File: config.mk
export PLATFORM = sky130hd
export DESIGN_NAME = ihc_top
export DESIGN_NICKNAME = d
export VERILOG_FILES = /design/src/common/ihc_pkg.sv /design/src/design/ihc_top.sv /design/src/design/ihc_edge_det.sv
export VERILOG_INCLUDE_DIRS = /design/src /design/src/common
export SDC_FILE = /design/constraint.sdc
export NUM_CORES = 1
export LEC_CHECK = 0
export ABC_AREA = 0
export BUFFER_PORTS_ARGS = -buffer_cell sky130_fd_sc_hd__buf_2
export CAP_MARGIN = 40
export CORE_MARGIN = 2
export CORE_UTILIZATION = 45
export CTS_BUF_LIST = sky130_fd_sc_hd__clkbuf_4 sky130_fd_sc_hd__clkbuf_8
export DETAILED_ROUTE_END_ITERATION = 8
export MAX_ROUTING_LAYER = met4
export PLACE_DENSITY = 0.76
export SYNTH_ARGS = -nofsm -noshare
export SYNTH_HDL_FRONTEND = slang
export SYNTH_SLANG_ARGS = --single-unit
File: constraint.sdc
create_clock -name clock -period 2.14 [get_ports clock]
set_input_delay 0 -clock clock [delete_from_list [all_inputs] [get_ports clock]]
set_output_delay 0 -clock clock [all_outputs]
set_load 0.1 [all_outputs]
File: src/common/ihc_regs.svh
// Behaviour
// - request latch, enable per channel, dma flag on four
// - latch cleared by reset, acknowledge, or vector write
// - pending status readable at the two status addresses
// - enable flags at first two enable addresses, reset zero
// - dma flags at second pair, reset zero
// - nmi falls, first input level/rise, second rises
// - edge to level clears flag; reverse keeps it
// - serial receive flag cleared only by reset, buffer read
// - halt mode field bits 3:2, resets to run-halt
// - run-halt keeps clocks, samples requests each edge
// - oscillator-only halt holds clock output high
// - watchdog request blocked during oscillator-only halt
// - peripheral halt clocks timers, serial, watchdog only
// - stop floats pins unless pin-hold bit set
// - stop release waits selected warm-up count
// - reset ends stop without warm-up; hold reset long
// - disabled maskable wake resumes, flag stays set; here a disabled request does not wake
// - reset out of halt keeps pre-halt memory state
// - codes 00 and 11 select the two idle modes
// - deep halts woken only by nmi, first input, reset
`ifndef IHC_REGS_SVH
`define IHC_REGS_SVH

// register addresses
`define IHC_ADDR_STAT_LO   16'hffc2
`define IHC_ADDR_STAT_CLR  16'hffc3
`define IHC_ADDR_PORT8_CTL 16'hffd1
`define IHC_ADDR_HALT_WD   16'hffd2
`define IHC_ADDR_EN_LO     16'hffe6
`define IHC_ADDR_EN_DMA    16'hffe7
`define IHC_ADDR_DMA_HI    16'hffe8

// channel indices in the request vectors
`define IHC_NCH        11
`define IHC_CH_NMI     0
`define IHC_CH_WDOG    1
`define IHC_CH_EXT0    2
`define IHC_CH_TMR0    3
`define IHC_CH_TMR1    4
`define IHC_CH_TMR2    5
`define IHC_CH_TMR3    6
`define IHC_CH_SPARE   7
`define IHC_CH_EXT1    8
`define IHC_CH_RXD     9
`define IHC_CH_TXD     10

// vector divided by eight
`define IHC_VEC_FIRST  8'h03
`define IHC_VEC_LINEAR 8'h0b
`define IHC_VEC_RXD    8'h0e
`define IHC_VEC_TXD    8'h0f

// halt/watchdog register fields and reset
`define IHC_HW_DRIVE   0
`define IHC_HW_MODE_LO 2
`define IHC_HW_WARM    4
`define IHC_HW_WD_LO   5
`define IHC_HW_WD_RST  3'h4
`define IHC_P8_EDGE    0

// warm-up counts in clock cycles
`define IHC_WARM_SHORT 16384
`define IHC_WARM_LONG  65536
`define IHC_WCNT_W     17

`endif

File: src/common/ihc_pkg.sv
`include "ihc_regs.svh"
package ihc_pkg;
  // halt mode codes as held in the mode field
  typedef enum logic [1:0] {
    HM_RUN    = 2'b00,
    HM_STOP   = 2'b01,
    HM_OSC    = 2'b10,
    HM_PERIPH = 2'b11
  } ihc_hmode_e;

  // halt sequencer states
  typedef enum logic [1:0] {
    ST_RUN  = 2'b00,
    ST_HALT = 2'b01,
    ST_WARM = 2'b10
  } ihc_hstate_e;

  typedef logic [`IHC_NCH-1:0] ihc_chvec_t;

  // edge detector state
  typedef struct packed {
    logic prev;
  } ihc_edge_s;

  // controller state
  typedef struct packed {
    ihc_hstate_e             state;
    ihc_hmode_e              hmode;
    ihc_chvec_t              pend;
    ihc_chvec_t              en;
    ihc_chvec_t              dma;
    logic                    edge_sel;
    logic [2:0]              wd_bits;
    logic                    warm;
    logic                    drive;
    logic [`IHC_WCNT_W-1:0]  wcnt;
    logic                    release_p;
    logic [7:0]              rdata;
  } ihc_state_s;
endpackage

File: src/design/ihc_top.sv
`timescale 1ns/10ps
`include "ihc_regs.svh"
module ihc_top #(
  parameter int WARM_SHORT = `IHC_WARM_SHORT,
  parameter int WARM_LONG  = `IHC_WARM_LONG
) (
  // clock and reset
  input  wire logic              clock,
  input  wire logic              arst_n,
  input  wire logic              ce,
  // internal register bus
  input  wire logic [15:0]       bus_addr,
  input  wire logic              bus_wr,
  input  wire logic              bus_rd,
  input  wire logic [7:0]        bus_wdata,
  output logic      [7:0]        bus_rdata,
  // external request pins
  input  wire logic              nmi_pin,
  input  wire logic              ext_irq_first,
  input  wire logic              ext_irq_second,
  // peripheral request pulses
  input  wire logic              watchdog_irq,
  input  wire logic [3:0]        timer_irq,
  input  wire logic              spare_irq,
  input  wire logic              serial_rx_done_irq,
  input  wire logic              serial_tx_done_irq,
  input  wire logic              serial_rx_buf_read,
  // cpu side
  input  wire logic              global_irq_on,
  input  wire logic              cpu_ack,
  input  wire logic [7:0]        cpu_ack_vec,
  input  wire logic              halt_cmd,
  output ihc_pkg::ihc_chvec_t    pend_status,
  output ihc_pkg::ihc_chvec_t    dma_route,
  output logic                   irq_req,
  output logic                   nmi_req,
  // halt control
  output logic                   cpu_halted,
  output logic                   halt_release,
  output logic                   sysclk_all_en,
  output logic                   periph_clk_en,
  output logic                   wdog_clk_en,
  output logic                   osc_en,
  output logic                   clk_out_hold,
  output logic                   pins_float,
  output logic                   pins_hold
);
  import ihc_pkg::*;

  ihc_state_s s_reg;        // all controller state
  ihc_state_s s_next;
  logic       nmi_fall;     // nmi falling edge pulse
  logic       ext0_rise;    // first input rising pulse
  logic       ext1_rise;    // second input rising pulse
  ihc_chvec_t eff_pend;     // latches with level bypass applied
  ihc_chvec_t en_full;      // enables, nonmaskable forced on
  ihc_chvec_t req_vec;      // latched and enabled
  ihc_chvec_t wake_mask;    // sources allowed to end this halt
  logic       wake;         // halt release condition

  //////////////////////////////////////////////////////////////////////////
  // helpers

  // vector/8 code to channel mask; unknown codes clear nothing
  function automatic ihc_chvec_t code_mask(input logic [7:0] code);
    ihc_chvec_t m;
    m = '0;
    if (code >= `IHC_VEC_FIRST && code <= `IHC_VEC_LINEAR) begin
      m[code[3:0] - 4'h3] = 1'b1;
    end else if (code == `IHC_VEC_RXD) begin
      m[`IHC_CH_RXD] = 1'b1;
    end else if (code == `IHC_VEC_TXD) begin
      m[`IHC_CH_TXD] = 1'b1;
    end
    return m;
  endfunction

  //////////////////////////////////////////////////////////////////////////
  // edge detectors

  ihc_edge_det #(.RISING(1'b0)) u_nmi (
    .clock (clock), .arst_n (arst_n), .ce (ce), .din (nmi_pin), .pulse (nmi_fall)
  );
  ihc_edge_det #(.RISING(1'b1)) u_ext0 (
    .clock (clock), .arst_n (arst_n), .ce (ce), .din (ext_irq_first), .pulse (ext0_rise)
  );
  ihc_edge_det #(.RISING(1'b1)) u_ext1 (
    .clock (clock), .arst_n (arst_n), .ce (ce), .din (ext_irq_second), .pulse (ext1_rise)
  );

  //////////////////////////////////////////////////////////////////////////
  // request qualification

  // level mode bypasses the latch; source must hold its level
  always_comb begin
    eff_pend = s_reg.pend;
    if (!s_reg.edge_sel) begin
      eff_pend[`IHC_CH_EXT0] = ext_irq_first;
    end
    en_full = s_reg.en;
    en_full[`IHC_CH_NMI]  = 1'b1;
    en_full[`IHC_CH_WDOG] = 1'b1;
  end

  assign req_vec     = eff_pend & en_full;
  // nonmaskable channels ignore the global enable
  assign nmi_req     = req_vec[`IHC_CH_NMI] | req_vec[`IHC_CH_WDOG];
  assign irq_req     = global_irq_on & (|req_vec[`IHC_NCH-1:`IHC_CH_EXT0]);
  assign pend_status = s_reg.pend;
  assign dma_route   = req_vec & s_reg.dma;

  // deep halts only hear nmi and the first external input
  always_comb begin
    wake_mask = '1;
    if (s_reg.hmode == HM_OSC || s_reg.hmode == HM_STOP) begin
      wake_mask = '0;
      wake_mask[`IHC_CH_NMI]  = 1'b1;
      wake_mask[`IHC_CH_EXT0] = 1'b1;
    end
  end
  // only an enabled request wakes, disabled maskable ones do not; flag is left alone
  assign wake = |(req_vec & wake_mask);

  //////////////////////////////////////////////////////////////////////////
  // halt decode outputs

  assign cpu_halted    = (s_reg.state != ST_RUN);
  assign halt_release  = s_reg.release_p;
  assign sysclk_all_en = (s_reg.state == ST_RUN) ||
                         (s_reg.state == ST_HALT && s_reg.hmode == HM_RUN);
  assign periph_clk_en = sysclk_all_en ||
                         (s_reg.state == ST_HALT && s_reg.hmode == HM_PERIPH);
  assign wdog_clk_en   = periph_clk_en ||
                         (s_reg.state == ST_HALT && s_reg.hmode == HM_OSC);
  assign osc_en        = !(s_reg.state == ST_HALT && s_reg.hmode == HM_STOP);
  assign clk_out_hold  = (s_reg.state == ST_WARM) || (s_reg.state == ST_HALT &&
                         (s_reg.hmode == HM_OSC || s_reg.hmode == HM_STOP));
  assign pins_float    = (s_reg.state != ST_RUN) && s_reg.hmode == HM_STOP &&
                         !s_reg.drive;
  assign pins_hold     = (s_reg.state != ST_RUN) && s_reg.hmode == HM_STOP &&
                         s_reg.drive;
  assign bus_rdata     = s_reg.rdata;

  //////////////////////////////////////////////////////////////////////////
  // next state

  always_comb begin
    ihc_chvec_t set_v;
    ihc_chvec_t clr_v;
    s_next = s_reg;
    set_v  = '0;
    clr_v  = '0;
    if (ce) begin
      s_next.release_p = 1'b0;
      // request sources; watchdog gated off in oscillator-only halt
      set_v[`IHC_CH_NMI]  = nmi_fall;
      set_v[`IHC_CH_WDOG] = watchdog_irq &&
                            !(s_reg.state == ST_HALT && s_reg.hmode == HM_OSC);
      set_v[`IHC_CH_EXT0] = s_reg.edge_sel & ext0_rise;
      set_v[`IHC_CH_TMR3:`IHC_CH_TMR0] = timer_irq;
      set_v[`IHC_CH_SPARE] = spare_irq;
      set_v[`IHC_CH_EXT1]  = ext1_rise;
      set_v[`IHC_CH_RXD]   = serial_rx_done_irq;
      set_v[`IHC_CH_TXD]   = serial_tx_done_irq;
      // acknowledge with vector read clears that channel
      if (cpu_ack) begin
        clr_v = clr_v | code_mask(cpu_ack_vec);
      end
      // clear-by-write of vector/8
      if (bus_wr && bus_addr == `IHC_ADDR_STAT_CLR) begin
        clr_v = clr_v | code_mask(bus_wdata);
      end
      // receive flag only yields to a buffer read
      clr_v[`IHC_CH_RXD] = serial_rx_buf_read;
      // a new event wins over a clear in the same cycle
      s_next.pend = (s_reg.pend & ~clr_v) | set_v;
      if (!s_reg.edge_sel) begin
        // level mode: latch mirrors the pin, kept on switch back to edge
        s_next.pend[`IHC_CH_EXT0] = ext_irq_first;
      end

      // register writes
      if (bus_wr) begin
        unique case (bus_addr)
          `IHC_ADDR_PORT8_CTL: begin
            s_next.edge_sel = bus_wdata[`IHC_P8_EDGE];
            if (s_reg.edge_sel && !bus_wdata[`IHC_P8_EDGE]) begin
              s_next.pend[`IHC_CH_EXT0] = 1'b0;
            end
          end
          `IHC_ADDR_HALT_WD: begin
            s_next.drive   = bus_wdata[`IHC_HW_DRIVE];
            s_next.hmode   = ihc_hmode_e'(bus_wdata[`IHC_HW_MODE_LO +: 2]);
            s_next.warm    = bus_wdata[`IHC_HW_WARM];
            s_next.wd_bits = bus_wdata[`IHC_HW_WD_LO +: 3];
          end
          `IHC_ADDR_EN_LO: begin
            s_next.en[`IHC_CH_TMR3:`IHC_CH_EXT0] = {bus_wdata[3], bus_wdata[4],
              bus_wdata[5], bus_wdata[6], bus_wdata[7]};
            s_next.en[`IHC_CH_TXD:`IHC_CH_EXT1] = bus_wdata[2:0];
          end
          `IHC_ADDR_EN_DMA: begin
            s_next.en[`IHC_CH_SPARE]  = bus_wdata[0];
            s_next.dma[`IHC_CH_TMR0] = bus_wdata[7];
            s_next.dma[`IHC_CH_TMR1] = bus_wdata[6];
          end
          `IHC_ADDR_DMA_HI: begin
            s_next.dma[`IHC_CH_TXD] = bus_wdata[0];
            s_next.dma[`IHC_CH_RXD] = bus_wdata[1];
          end
          default: begin
            // unmapped or status-only address, nothing stored
          end
        endcase
      end

      // register reads, unmapped reads return zero
      if (bus_rd) begin
        unique case (bus_addr)
          `IHC_ADDR_STAT_LO: s_next.rdata = {1'b0, eff_pend[`IHC_CH_EXT0],
            eff_pend[`IHC_CH_TMR0], eff_pend[`IHC_CH_TMR1], 4'h0};
          `IHC_ADDR_STAT_CLR: s_next.rdata = {eff_pend[`IHC_CH_NMI],
            eff_pend[`IHC_CH_WDOG], eff_pend[`IHC_CH_TXD:`IHC_CH_EXT1],
            eff_pend[`IHC_CH_SPARE:`IHC_CH_TMR2]};
          `IHC_ADDR_PORT8_CTL: s_next.rdata = {7'h00, s_reg.edge_sel};
          `IHC_ADDR_HALT_WD: s_next.rdata = {s_reg.wd_bits, s_reg.warm,
            s_reg.hmode, 1'b0, s_reg.drive};
          `IHC_ADDR_EN_LO: s_next.rdata = {s_reg.en[`IHC_CH_EXT0], s_reg.en[`IHC_CH_TMR0],
            s_reg.en[`IHC_CH_TMR1], s_reg.en[`IHC_CH_TMR2], s_reg.en[`IHC_CH_TMR3],
            s_reg.en[`IHC_CH_TXD:`IHC_CH_EXT1]};
          `IHC_ADDR_EN_DMA: s_next.rdata = {s_reg.dma[`IHC_CH_TMR0],
            s_reg.dma[`IHC_CH_TMR1], 5'h00, s_reg.en[`IHC_CH_SPARE]};
          `IHC_ADDR_DMA_HI: s_next.rdata = {6'h00, s_reg.dma[`IHC_CH_RXD],
            s_reg.dma[`IHC_CH_TXD]};
          default: s_next.rdata = 8'h00;
        endcase
      end

      // halt sequencer
      unique case (s_reg.state)
        ST_RUN: begin
          if (halt_cmd) begin
            s_next.state = ST_HALT;
          end
        end
        ST_HALT: begin
          if (wake && s_reg.hmode == HM_STOP) begin
            // oscillator back at once, clock waits for warm-up
            s_next.state = ST_WARM;
            s_next.wcnt  = s_reg.warm ? WARM_LONG[`IHC_WCNT_W-1:0] - 1'b1
                                      : WARM_SHORT[`IHC_WCNT_W-1:0] - 1'b1;
          end else if (wake) begin
            // release lines up with the system clock
            s_next.state     = ST_RUN;
            s_next.release_p = 1'b1;
          end
        end
        ST_WARM: begin
          if (s_reg.wcnt == '0) begin
            s_next.state     = ST_RUN;
            s_next.release_p = 1'b1;
          end else begin
            s_next.wcnt = s_reg.wcnt - 1'b1;
          end
        end
        default: s_next.state = ST_RUN;
      endcase
    end
  end

  //////////////////////////////////////////////////////////////////////////
  // state register

  // reset lands straight in run: no warm-up after a reset exit, and
  // memory outside this block is untouched by it
  always_ff @(posedge clock or negedge arst_n) begin
    if (!arst_n) begin
      s_reg <= '{state: ST_RUN, hmode: HM_RUN, pend: '0, en: '0, dma: '0,
                 edge_sel: 1'b0, wd_bits: `IHC_HW_WD_RST, warm: 1'b0, drive: 1'b0,
                 wcnt: '0, release_p: 1'b0, rdata: 8'h00};
    end else begin
      s_reg <= s_next;
    end
  end
endmodule

File: src/design/ihc_edge_det.sv
`timescale 1ns/10ps
module ihc_edge_det #(
  parameter bit RISING = 1'b1
) (
  // clock and reset
  input  wire logic clock,
  input  wire logic arst_n,
  input  wire logic ce,
  // sampled level and detected edge
  input  wire logic din,
  output logic      pulse
);
  import ihc_pkg::*;

  ihc_edge_s s_reg;   // previous sample
  ihc_edge_s s_next;

  // edge is a one-cycle pulse against the previous sample
  assign pulse = ce & (RISING ? (din & ~s_reg.prev) : (~din & s_reg.prev));

  // next sample, frozen while ce is low
  always_comb begin
    s_next = s_reg;
    if (ce) begin
      s_next.prev = din;
    end
  end

  // idle level chosen so no edge fires straight out of reset
  always_ff @(posedge clock or negedge arst_n) begin
    if (!arst_n) begin
      s_reg <= RISING ? 1'b1 : 1'b0;
    end else begin
      s_reg <= s_next;
    end
  end
endmodule

Word-level counts from Yosys, hierarchy flattened. Index checks and enable logic that the tools add are counted.

$add $sub $neg: 3. Magnitude comparators: 8. Equal/unequal tests: 21. Mux-type cells: 41. Bitwise operators: 19. Reduce and logical (&&, ||, !) cells: 40.

Operators with widths (count): == test 16 bit (second input constant) (7); case mux 8 bit (7 select lines) (1); 2-to-1 mux 11 bit (5); AND 11 bit (4); 2-to-1 mux 9 bit (4); case mux 18 bit (2 select lines) (1); 2-to-1 mux 17 bit (2); == test 8 x 4 -> 1 bit (second input constant) (4); bitwise OR 11 bit (2); logical NOT 17 bit (1); subtractor 17 x 1 -> 17 bit (second input constant) (1); greater-or-equal comparator 8 x 2 -> 1 bit (second input constant) (2); <= comparator 8 x 4 -> 1 bit (second input constant) (2); logical AND 1 bit (16); 2-to-1 mux 1 bit (16); 2-to-1 mux 16 bit (1); 2-to-1 mux 2 bit (8); AND reduction 3 bit (5); inverter 11 bit (1); OR reduction 11 bit (1); less-than comparator 4 x 5 -> 1 bit (second input constant) (2); OR reduction 9 bit (1); AND 1 bit (8); demux 1 bit (select 4 bit) (2); 16 further kinds (35).

Register bits: 63. Input bits: 52. Output and inout port bits: 41. Word-level logic and storage cells: 149.

Logic depth before layout (Yosys ltp). Gate-level depths: netlist (run 1).

Depth in word-level cells: 18. Mapped depth: 10. Depth with buffers taken out: 8.

Cells and area by module. From an unflattened synthesis (run 1), not the netlist that was laid out.

Cells, all modules: 431. Area, all modules: 4250.3 um^2.

By module, submodules not included: ihc_top (instances 1, cells each 422, area an instance 4097.7 um^2, sequential area each 1502.7 um^2); ihc_edge_det at u_ext0 ... (instances 2, cells each 3, area an instance 51.3 um^2, sequential area each 26.3 um^2); ihc_edge_det at u_nmi (instances 1, cells each 3, area an instance 50.0 um^2, sequential area each 25.0 um^2).

Worst setup path before layout (run 1). Ideal clock, no wire load.

Kind: register to output. From: register s_reg[67] (netlist bit). To: output wdog_clk_en. Arrival time: 3.572 ns. Required time: 2.140 ns. Slack: -1.432 ns. Cell stages (with the launch flop): 7. Buffers on the path: 0. Path through: dfrtp_1 inv_1 ha_1 inv_1 nand2_1 a21o_1 nand2b_1.

Cells in the longest elaborated chain, start to end: 5. Elaborated cells between the ends (all ways): 8. Those cells by class: 1 x eq/ne; 7 x reduce/logical.

Ends and longest elaborated chain: start: declaration (line ihc_top.sv:50) `ihc_state_s s_reg;`; start signal: assignment (line ihc_top.sv:278) `s_reg <= '{state: ST_RUN, hmode: HM_RUN, pend: '0, en: '0, dma: '0,`; start signal: assignment (line ihc_top.sv:282) `s_reg <= s_next;`; == test 2 x 1 -> 1 bit (line ihc_top.sv:130) `(s_reg.state == ST_HALT && s_reg.hmode == HM_RUN);`; logical AND 1 bit (line ihc_top.sv:130); logical OR 1 bit * (line ihc_top.sv:129) `assign sysclk_all_en = (s_reg.state == ST_RUN) ||`; net sysclk_all_en (line ihc_top.sv:40) `output logic sysclk_all_en,`; logical OR 1 bit * (line ihc_top.sv:131) `assign periph_clk_en = sysclk_all_en ||`; net periph_clk_en (line ihc_top.sv:41) `output logic periph_clk_en,`; logical OR 1 bit * (line ihc_top.sv:133) `assign wdog_clk_en = periph_clk_en ||`; end: declaration (line ihc_top.sv:42) `output logic wdog_clk_en,`.

The timed path passes the listed nets; every way through them passes the cells marked *.

Final worst setup path (run 1).
From: register s_reg[14] (netlist bit). To: register s_reg[20] (netlist bit).

Cells in the longest elaborated chain, start to end: 3. Elaborated cells between the ends (all ways): 6. Those cells by class: 1 x add/sub; 1 x eq/ne; 2 x mux; 2 x reduce/logical.

Ends and longest elaborated chain (line): subtractor 17 x 1 -> 17 bit or logical NOT 17 bit (tied branches) (ihc_top.sv:263, ihc_top.sv:259); 2-to-1 mux 17 bit or != test 2 bit (tied branches); case mux 18 bit (2 select lines) or AND reduction 4 bit (tied branches).

Parallel ways exist; a longest one is shown, timed or not. The select of a mux whose other input is x is not followed. A chain may end at the register's enable or synchronous reset.

==> impl_metrics.ini, run 1 <==
[die]
die_w_um = 97.5
core_mm2 = 0.00859
dieArea_mm2 = 0.00951
pin_count = 93
placementRows = 34
initial_core_util_pct = 45.8
die-height_um = 97.5

[timing]
finalSetupViolations = 1
finalSetupTns_ns = -0.0656
skew_ns = 0.00892
hold_viol_final = 0
fin_ws_ns = -0.0656
tightest_slew_ns = 0.668
maxSlewViolCount = 0
period_needed_ns = 2.21
grt_setup_unrepaired = true
max_freq_mhz = 453
post-route-period-util_pct = 103
relSlewSlack_pct = 55.4

[global_route]
grt_use_total_pct = 25.9
grt_start_max_net_pins = 29
antenna_found_initial = 0
first_global_vias = 3929
grt_overflow_total = 0
grt_pass1_wl_um = 19200

[clocking]
clock_latency_ns = 0.35
clockRootBuffer = clkbuf_8
cts.sinks = 63
cts-buffers-inserted = 9
tritoncts = done
cts.clk_slew.worst_paths_ns = 0.07
ctsLongestPathBuffers = 2
htreeDepth = 3

[synth]
syn_inst = 432
synth_area_leader_cell = dfrtp_1
synth_area_mm2 = 0.00394
synth_compound_area_share_pct = 19.8
ys_seq_area_share_pct = 40.1
synthMuxAreaShare_pct = 6.80
synth_top_cell_area_share_pct = 38.1
async_reset_ff_share_pct = 100
ys.flop_type = dfrtp_1
synth_edf_count = 0
synth_top_family_by_area = simple AND/OR/NAND/NOR gates
synth_cell_types = 62
synthTopCellsByArea = dfrtp_1 38%, mux2_2 6.3%, nand2_1 5.4%
yosys.area_share.xor_xnor_pct = 0
synth_adder_area_share_pct = 2.54
yosysWarnings = 0
synth_area_per_cell_um2 = 9.11
yosys.area_share.simple_pct = 22.8
ys_ff_latch = 63

[layout]
fillers = 738
diodes = 0
num-nets-final = 628
mostFrequentLayoutCells = 84 x buf_2, 60 x dfrtp_1, 55 x nand2_1
layout_commonest_cell = buf_2
ff_latch_area_mm2 = 0.00158
drive_gt1_share_pct = 38.0
area_growth_pct = 34.2
multiInputGateArea_mm2 = 0.00221
largest_register_ffs = 31
fin_cells = 681

[route]
drc_errors = 0
wl_um = 11900
vias_per_cell = 5.79
firstDrtPassIters = 5
ant_nets = 0
drt_iter0_drc = 284
avgRoutedWirePerCell_um = 17.5
vias = 3944

[worst_setup_path]
crit_path_end_kind = flip-flop
r2r_setup_slack_ns = -0.07
critical-path-top-delay-family = simple AND/OR/NAND/NOR gates
critPathBufInv = 1
reg2reg_to = s_reg[20]
crit_slowest_cell = or4_4
critical_path.reg2reg.startpoint = s_reg[14]
reg2reg_depth = 7
worstPathArrival_ns = 2.44
start_kind = flip-flop
critPathMaxStageDelay_ns = 0.59
path_cells = or4_4 -> buf_4 -> or3_1 -> o21ai_0 -> nand2_1 -> a21oi_1 -> o21ai_1
cp.required_ns = 2.37
cp_max_fo = 4
worstSetupPathType = flip-flop to flip-flop

[place]
dp_hpwl_um = 8950
pre_cts_ws_ns = -0.00632
io_buffers = 85
dp.cells = 641
routabilityCongestion = 0.960

[pwr]
power_density_mw_per_mm2 = 848
p_leak_uw = 0.00238
vdd_drop_max_mv = 0.529

[run]
cap_violations = 0

[status]
status = finished, violations left
violations = negative setup slack

[hold_path]
hold_end = s_reg[31]
hp-start = bus_wdata[0]
whs_path_depth = 2
hold_path.class = input port to flip-flop
-- metrics by stage --
stage	cell area [um2]	hold WS [ns]	power [uW]	util, %
global placement	4710	-0.00986	3030	54.8
detailed placement	4710	-0.000303	3070	54.8
finish	5280	0.0257	4480	61.5
CTS	5170	0.00231	4380	60.2
global route	5280	0.0227	4680	61.5
floorplan	4010	-0.296	2540	-
-- how the worst max path moves through the flow --
stage                     startpoint          end  cells after the start
after floorplan            s_reg[67]  wdog_clk_en                      6
after global placement     s_reg[21]    s_reg[13]                      6
after detailed placement    s_reg[9]    s_reg[10]                      8
after CTS                  s_reg[67]    s_reg[16]                      8
after global routing       s_reg[14]    s_reg[20]                      7
final                      s_reg[14]    s_reg[20]                      7
-- layout make-up --
type / instances / share of cell area [%]
Sequential cell: 63 / 29.9
Timing Repair Buffer: 159 / 20.2
Clock buffer: 13 / 3.15
Inverter: 15 / 1.14
Clock inverter: 3 / 1.23
Tap cell: 108 / 2.56
Multi-Input combinational cell: 320 / 41.8
-- synthesized netlist by cell type (4+ instances only) --
master / instances
dfrtp_1: 60
o2bb2ai_1: 4
nand2_1: 57
nor3_1: 12
nand3_1: 11
a222oi_1: 5
or3_1: 8
o21ai_0: 39
clkbuf_1: 11
buf_4: 26
and3_1: 9
nor2_1: 18
mux2_2: 22
nor2b_1: 6
nand2b_1: 8
nand4_1: 7
a21oi_1: 17
nor4_1: 6
inv_1: 15
ha_1: 8
a22o_1: 7
a22oi_1: 9
-- metal layers --
layer  part of all wire [%]  GRT usage [%]
met2                     51           43.9
met1                     40           31.2
met5                      0              -
met3                    6.7           4.53
met4                    2.1           8.87
-- kinds of logic (layout without fill, tap and decap cells) --
kind of cell / Yosys count / in the layout
multiplexers: 24 / 24
adder cells (fa/ha/maj): 8 / 8
AND/OR/NAND/NOR: 166 / 166
flip-flops: 63 / 63
other: 1 / 7
buffers and inverters: 55 / 190
AO/OA/AOI/OAI: 115 / 115
-- timing repair --
item                                    in CTS  in global routing
resized for setup                            4                 27
endpoints found under the hold margin       43                  0
endpoints found under the setup margin       6                 17
hold buffers                                18                  0
buffers inserted                             5                  2
gates cloned                                 0                  0
pin swaps                                    4                  8
-- worst register-to-register path: cells and delay by family (launching register included) --
family,cells,cell delay (ns)
simple gates,3,1.03
compound gates,3,0.51
flops,1,0.38
buf+inv,1,0.17
-- power by group --
group	switching, uW	internal, uW
sequential	81.6	1300
combinational	1190	705
clock	463	744
total	1730	2740
Power figures use the tool's default switching activity.
==> run 2: changes to the inputs <==
--- a/config.mk
+++ b/config.mk
@@ -10,11 +10,11 @@
 export BUFFER_PORTS_ARGS = -buffer_cell sky130_fd_sc_hd__buf_2
 export CAP_MARGIN = 40
 export CORE_MARGIN = 2
-export CORE_UTILIZATION = 45
+export CORE_UTILIZATION = 49
 export CTS_BUF_LIST = sky130_fd_sc_hd__clkbuf_4 sky130_fd_sc_hd__clkbuf_8
 export DETAILED_ROUTE_END_ITERATION = 8
 export MAX_ROUTING_LAYER = met4
-export PLACE_DENSITY = 0.76
+export PLACE_DENSITY = 0.82
 export SYNTH_ARGS = -nofsm -noshare
 export SYNTH_HDL_FRONTEND = slang
 export SYNTH_SLANG_ARGS = --single-unit
==> run 2 against run 1 <==
  * Non-clock buffer count shrank 2
  * Clock power shrank 17%
  * Power shrank 4.6%
  * Die area shrank 7.8%
  * Count of clock-buffer cells in the layout shrank 3
  * Routed wire length grew 1.7%
  * The run still ends with negative setup slack left
  * Largest cell class unchanged
  * Register-to-register slack is essentially flat
  * Critical path depth grew 1
  * Global-route usage grew 2.8 points
  * Clock skew shrank 0.0034 ns
  * Setup slack gained 0.014 ns
  * Critical path type unchanged
==> impl_metrics.ini, run 2 (synthesis gave the netlist of run 1 again) <==
[layout]
num-nets-final = 626
final_util_pct = 66.7
diodes = 0
largest_register_ffs = 31
drive_gt1_share_pct = 37.0
area_growth_pct = 31.6
final_area_mm2 = 0.00518
layout_commonest_cell = buf_2
mostFrequentLayoutCells = 84 x buf_2, 60 x dfrtp_1, 56 x nand2_1

[global_route]
grt_overflow_total = 0
grt_pass1_wl_um = 19000
antenna_found_initial = 0
first_global_vias = 3786
grt_use_total_pct = 28.6
grt_start_max_net_pins = 39

[worst_setup_path]
crit_path_end_kind = flip-flop
worstPathArrival_ns = 2.43
cp.required_ns = 2.38
worstSetupPathType = flip-flop to flip-flop
cp_max_fo = 2
start_kind = flip-flop

[clocking]
ctsLongestPathBuffers = 2
clockRootBuffer = clkbuf_8
tritoncts = done
clock_latency_ns = 0.35
cts-buffers-inserted = 9
cts.sinks = 63
htreeDepth = 3
cts.clk_slew.worst_paths_ns = 0.07

[timing]
skew_ns = 0.00549
whs_ns = 0.00761
max_freq_mhz = 456
relSlewSlack_pct = 54.8
maxSlewViolCount = 0
grt_setup_unrepaired = true
finalSetupTns_ns = -0.154
period_needed_ns = 2.19
tightest_slew_ns = 0.678
finalSetupViolations = 5
fin_ws_ns = -0.0513
hold_viol_final = 0
post-route-period-util_pct = 102

[run]
cap_violations = 0

[route]
wl_um = 12100
ant_nets = 0
avgRoutedWirePerCell_um = 18.0
firstDrtPassIters = 5
vias = 4049
drc_errors = 0
vias_per_cell = 6.03
drt_iter0_drc = 298

[die]
placementRows = 32
die_w_um = 93.6
initial_core_util_pct = 50.7
pin_count = 93
die-height_um = 93.6
dieArea_mm2 = 0.00877
core_mm2 = 0.00777

[place]
routabilityCongestion = 0.946
place_area_mm2 = 0.00466
io_buffers = 85
dp_hpwl_um = 8840

[status]
status = finished, violations left
violations = negative setup slack

[hold_path]
hold_path.class = input port to flip-flop

[pwr]
p_leak_uw = 0.00235
power_density_mw_per_mm2 = 825
vdd_drop_max_mv = 0.488
-- run 2: cell type report --
| type | instances | area [um2] |
|---|---|---|
| Fill cell | 610 | 2590 |
| Multi-Input combinational cell | 320 | 2180 |
| Sequential cell | 63 | 1580 |
| Timing Repair Buffer | 157 | 1050 |
| Clock buffer | 10 | 131 |
| Tap cell | 102 | 128 |
| Inverter | 15 | 60.1 |
| Clock inverter | 5 | 50.0 |
-- run 2: power by group --
group	internal, uW	switching, uW
combinational	715	1180
sequential	1290	79.7
clock	536	466
total	2550	1720
-- run 2: critical path, stage by stage, from the launching register on --
cell	delay, ns
dfrtp_1	0.39
inv_2	0.08
ha_4	0.12
or4b_4	0.48
nor4_2	0.23
nor2_1	0.09
or3_4	0.38
o21bai_4	0.19
o2bb2ai_2	0.12
-- run 2: layer usage --
layer / GRT usage [%] / part of all wire (%)
met5: - / 0
met4: 12.0 / 4.5
met3: 6.69 / 8.5
met2: 46.5 / 50
met1: 34.5 / 37
-- run 2: worst paths after layout --
kind	start	to	slack, ns	cells past startpoint
min	watchdog_irq	pend_status[1]	0.008	4
max	s_reg[9]	s_reg[68]	-0.05	8
max reg2reg	s_reg[9]	s_reg[68]	-0.05	8
max in group asynchronous	arst_n	u_ext0.s_reg	1.22	3
min reg2reg	bus_rdata[5]	bus_rdata[5]	0.49	2
min in group asynchronous	arst_n	s_reg[12]	0.21	2
-- run 2: per-stage QoR --
step	total power, uW	setup WS (ns)	instances
final	4270	-0.0513	672
after global routing	4470	-0.118	672
after CTS	4160	-0.0405	665
after detailed placement	3050	-0.166	628
after global placement	3020	-0.0249	628
after floorplan	2540	-0.509	438
-- run 2: what timing repair did --
| action | in CTS | in global routing |
|---|---|---|
| endpoints found under the setup margin | 8 | 14 |
| hold buffers | 17 | 0 |
| buffers inserted | 5 | 7 |
| hold endpoints to repair | 49 | 0 |
| pin swaps | 5 | 6 |
| resized for setup | 8 | 13 |
==> run 3: changes to the inputs <==
--- a/config.mk
+++ b/config.mk
@@ -7,14 +7,14 @@
 export NUM_CORES = 1
 export LEC_CHECK = 0
 export ABC_AREA = 0
-export BUFFER_PORTS_ARGS = -buffer_cell sky130_fd_sc_hd__buf_2
 export CAP_MARGIN = 40
 export CORE_MARGIN = 2
 export CORE_UTILIZATION = 49
 export CTS_BUF_LIST = sky130_fd_sc_hd__clkbuf_4 sky130_fd_sc_hd__clkbuf_8
 export DETAILED_ROUTE_END_ITERATION = 8
+export DONT_BUFFER_PORTS = 1
 export MAX_ROUTING_LAYER = met4
-export PLACE_DENSITY = 0.82
+export PLACE_DENSITY = 0.71
 export SYNTH_ARGS = -nofsm -noshare
 export SYNTH_HDL_FRONTEND = slang
 export SYNTH_SLANG_ARGS = --single-unit
==> run 3 against run 2 <==
  * The flow still finishes with violations (negative setup slack)
  * Highest routed layer unchanged
  * Maximum frequency is 0.18% higher
  * Worst hold slack better by 0.0097 ns
  * Sequential share of layout area grew 0.38 points
  * Critical path depth down 1
  * Non-clock buffer count decreased by 50
  * Largest power group unchanged
  * Count of clock-buffer cells in the layout is 2 higher
  * Power is 0.75% higher
==> impl_metrics.ini, run 3 (synthesis gave the netlist of run 1 again) <==
[timing]
post-route-period-util_pct = 102
maxSlewViolCount = 0
grt_setup_unrepaired = true
finalSetupViolations = 2
tightest_slew_ns = 0.736
relSlewSlack_pct = 50.8
skew_ns = 0.0141
fin_ws_ns = -0.0475
period_needed_ns = 2.19
max_freq_mhz = 457
whs_ns = 0.0174
hold_viol_final = 0
finalSetupTns_ns = -0.0784

[worst_setup_path]
worstPathArrival_ns = 2.40
worstSetupPathType = flip-flop to flip-flop
reg2reg_to = s_reg[67]
reg2reg_depth = 7
cp.required_ns = 2.35
critical_path.reg2reg.startpoint = s_reg[16]
crit_path_end_kind = flip-flop
r2r_setup_slack_ns = -0.05
start_kind = flip-flop
cp_max_fo = 3

[global_route]
grt_start_max_net_pins = 64
grt_overflow_total = 0
first_global_vias = 3787
grt_pass1_wl_um = 19500
gr-usage-met1_pct = 38.0
antenna_found_initial = 0
met2_usage_pct = 46.3
grt_use_total_pct = 29.3
met3_usage_pct = 5.24
top_usage_layer = met2

[route]
firstDrtPassIters = 5
vias = 3857
vias_per_cell = 6.19
drt_iter0_drc = 340
avgRoutedWirePerCell_um = 19.4
ant_nets = 0
wl_um = 12100
drc_errors = 0

[layout]
largest_register_ffs = 31
area_growth_pct = 29.9
num-nets-final = 576
mostFrequentLayoutCells = 68 x buf_4, 60 x dfrtp_1, 56 x nand2_1
fillers = 627
layout_commonest_cell = buf_4
drive_gt1_share_pct = 28.0
diodes = 0
multiInputGateArea_mm2 = 0.00219
fin_cells = 623
ff_latch_area_mm2 = 0.00158

[die]
pin_count = 93
core_mm2 = 0.00777
die-height_um = 93.6
die_w_um = 93.6
initial_core_util_pct = 50.7
dieArea_mm2 = 0.00877
placementRows = 32

[pwr]
power_density_mw_per_mm2 = 841
vdd_drop_max_mv = 0.467
p_leak_uw = 0.00217

[clocking]
cts-buffers-inserted = 9
ctsLongestPathBuffers = 2
clockRootBuffer = clkbuf_8
cts.sinks = 63
clock_latency_ns = 0.34
htreeDepth = 3
cts.clk_slew.worst_paths_ns = 0.07
tritoncts = done

[place]
dp_hpwl_um = 8460
dp.cells = 565
io_buffers = 0
routabilityCongestion = 0.911
pre_cts_ws_ns = -0.0352

[hold_path]
whs_path_depth = 2
hold_path.class = input port to flip-flop
hp-start = bus_wdata[1]
hold_end = pend_status[2]

[run]
cap_violations = 0

[status]
violations = negative setup slack
status = finished, violations left
run 3: worst max-delay path by stage:
stage,from,to,slack [ns],cells after the start
6_report,s_reg[16],s_reg[67],-0.05,7
5_1_grt,s_reg[16],s_reg[67],-0.09,7
4_1_cts,s_reg[16],s_reg[67],-0.05,7
3_3_place_gp,s_reg[14],s_reg[24],-0.005,6
2_1_floorplan,s_reg[67],wdog_clk_en,-0.51,6
3_5_place_dp,s_reg[14],s_reg[24],-0.04,6
run 3: stage by stage:
step / utilization (%) / total power (uW) / area [um2]
floorplan: - / 2540 / 4010
CTS: 64.3 / 4150 / 4990
finish: 65.9 / 4300 / 5110
detailed placement: 56.5 / 2950 / 4390
global route: 65.9 / 4500 / 5110
global placement: 56.5 / 2920 / 4390
run 3: final cells by class:
cell class	instances	area share, %
clock buffers	12	2.98
clock inverters	4	0.881
inverters	15	1.17
multi-input cells	320	42.9
flip-flops and latches	63	30.9
well taps	102	2.50
repair buffers	107	18.7
run 3: metal layers:
metal / up-vias / wire length, um
met5: - / 0
met4: 0 / 355
met3: 33 / 996
met2: 235 / 5990
met1: 1855 / 4730
li1: 1734 / -
run 3: where the power goes:
part	internal [uW]	switching, uW	leakage, uW
logic	710	1160	0.00128
registers	1290	80.0	0.000790
clock network	591	463	0.000107
total	2600	1710	0.00217
run 3: critical path, cell delays in order, from the launching register on:
cell and delay (ns):
dfrtp_1 0.38, or4_4 0.55, buf_6 0.15, nor4_2 0.24, nor2_1 0.08, or3_1 0.33
o21bai_4 0.19, mux2i_1 0.12
run 3: timing repair:
item,CTS,global route
hold buffers,33,0
setup endpoints to repair,9,14
pin swaps,4,6
hold endpoints to repair,97,0
resized for setup,7,19
buffers inserted,5,4
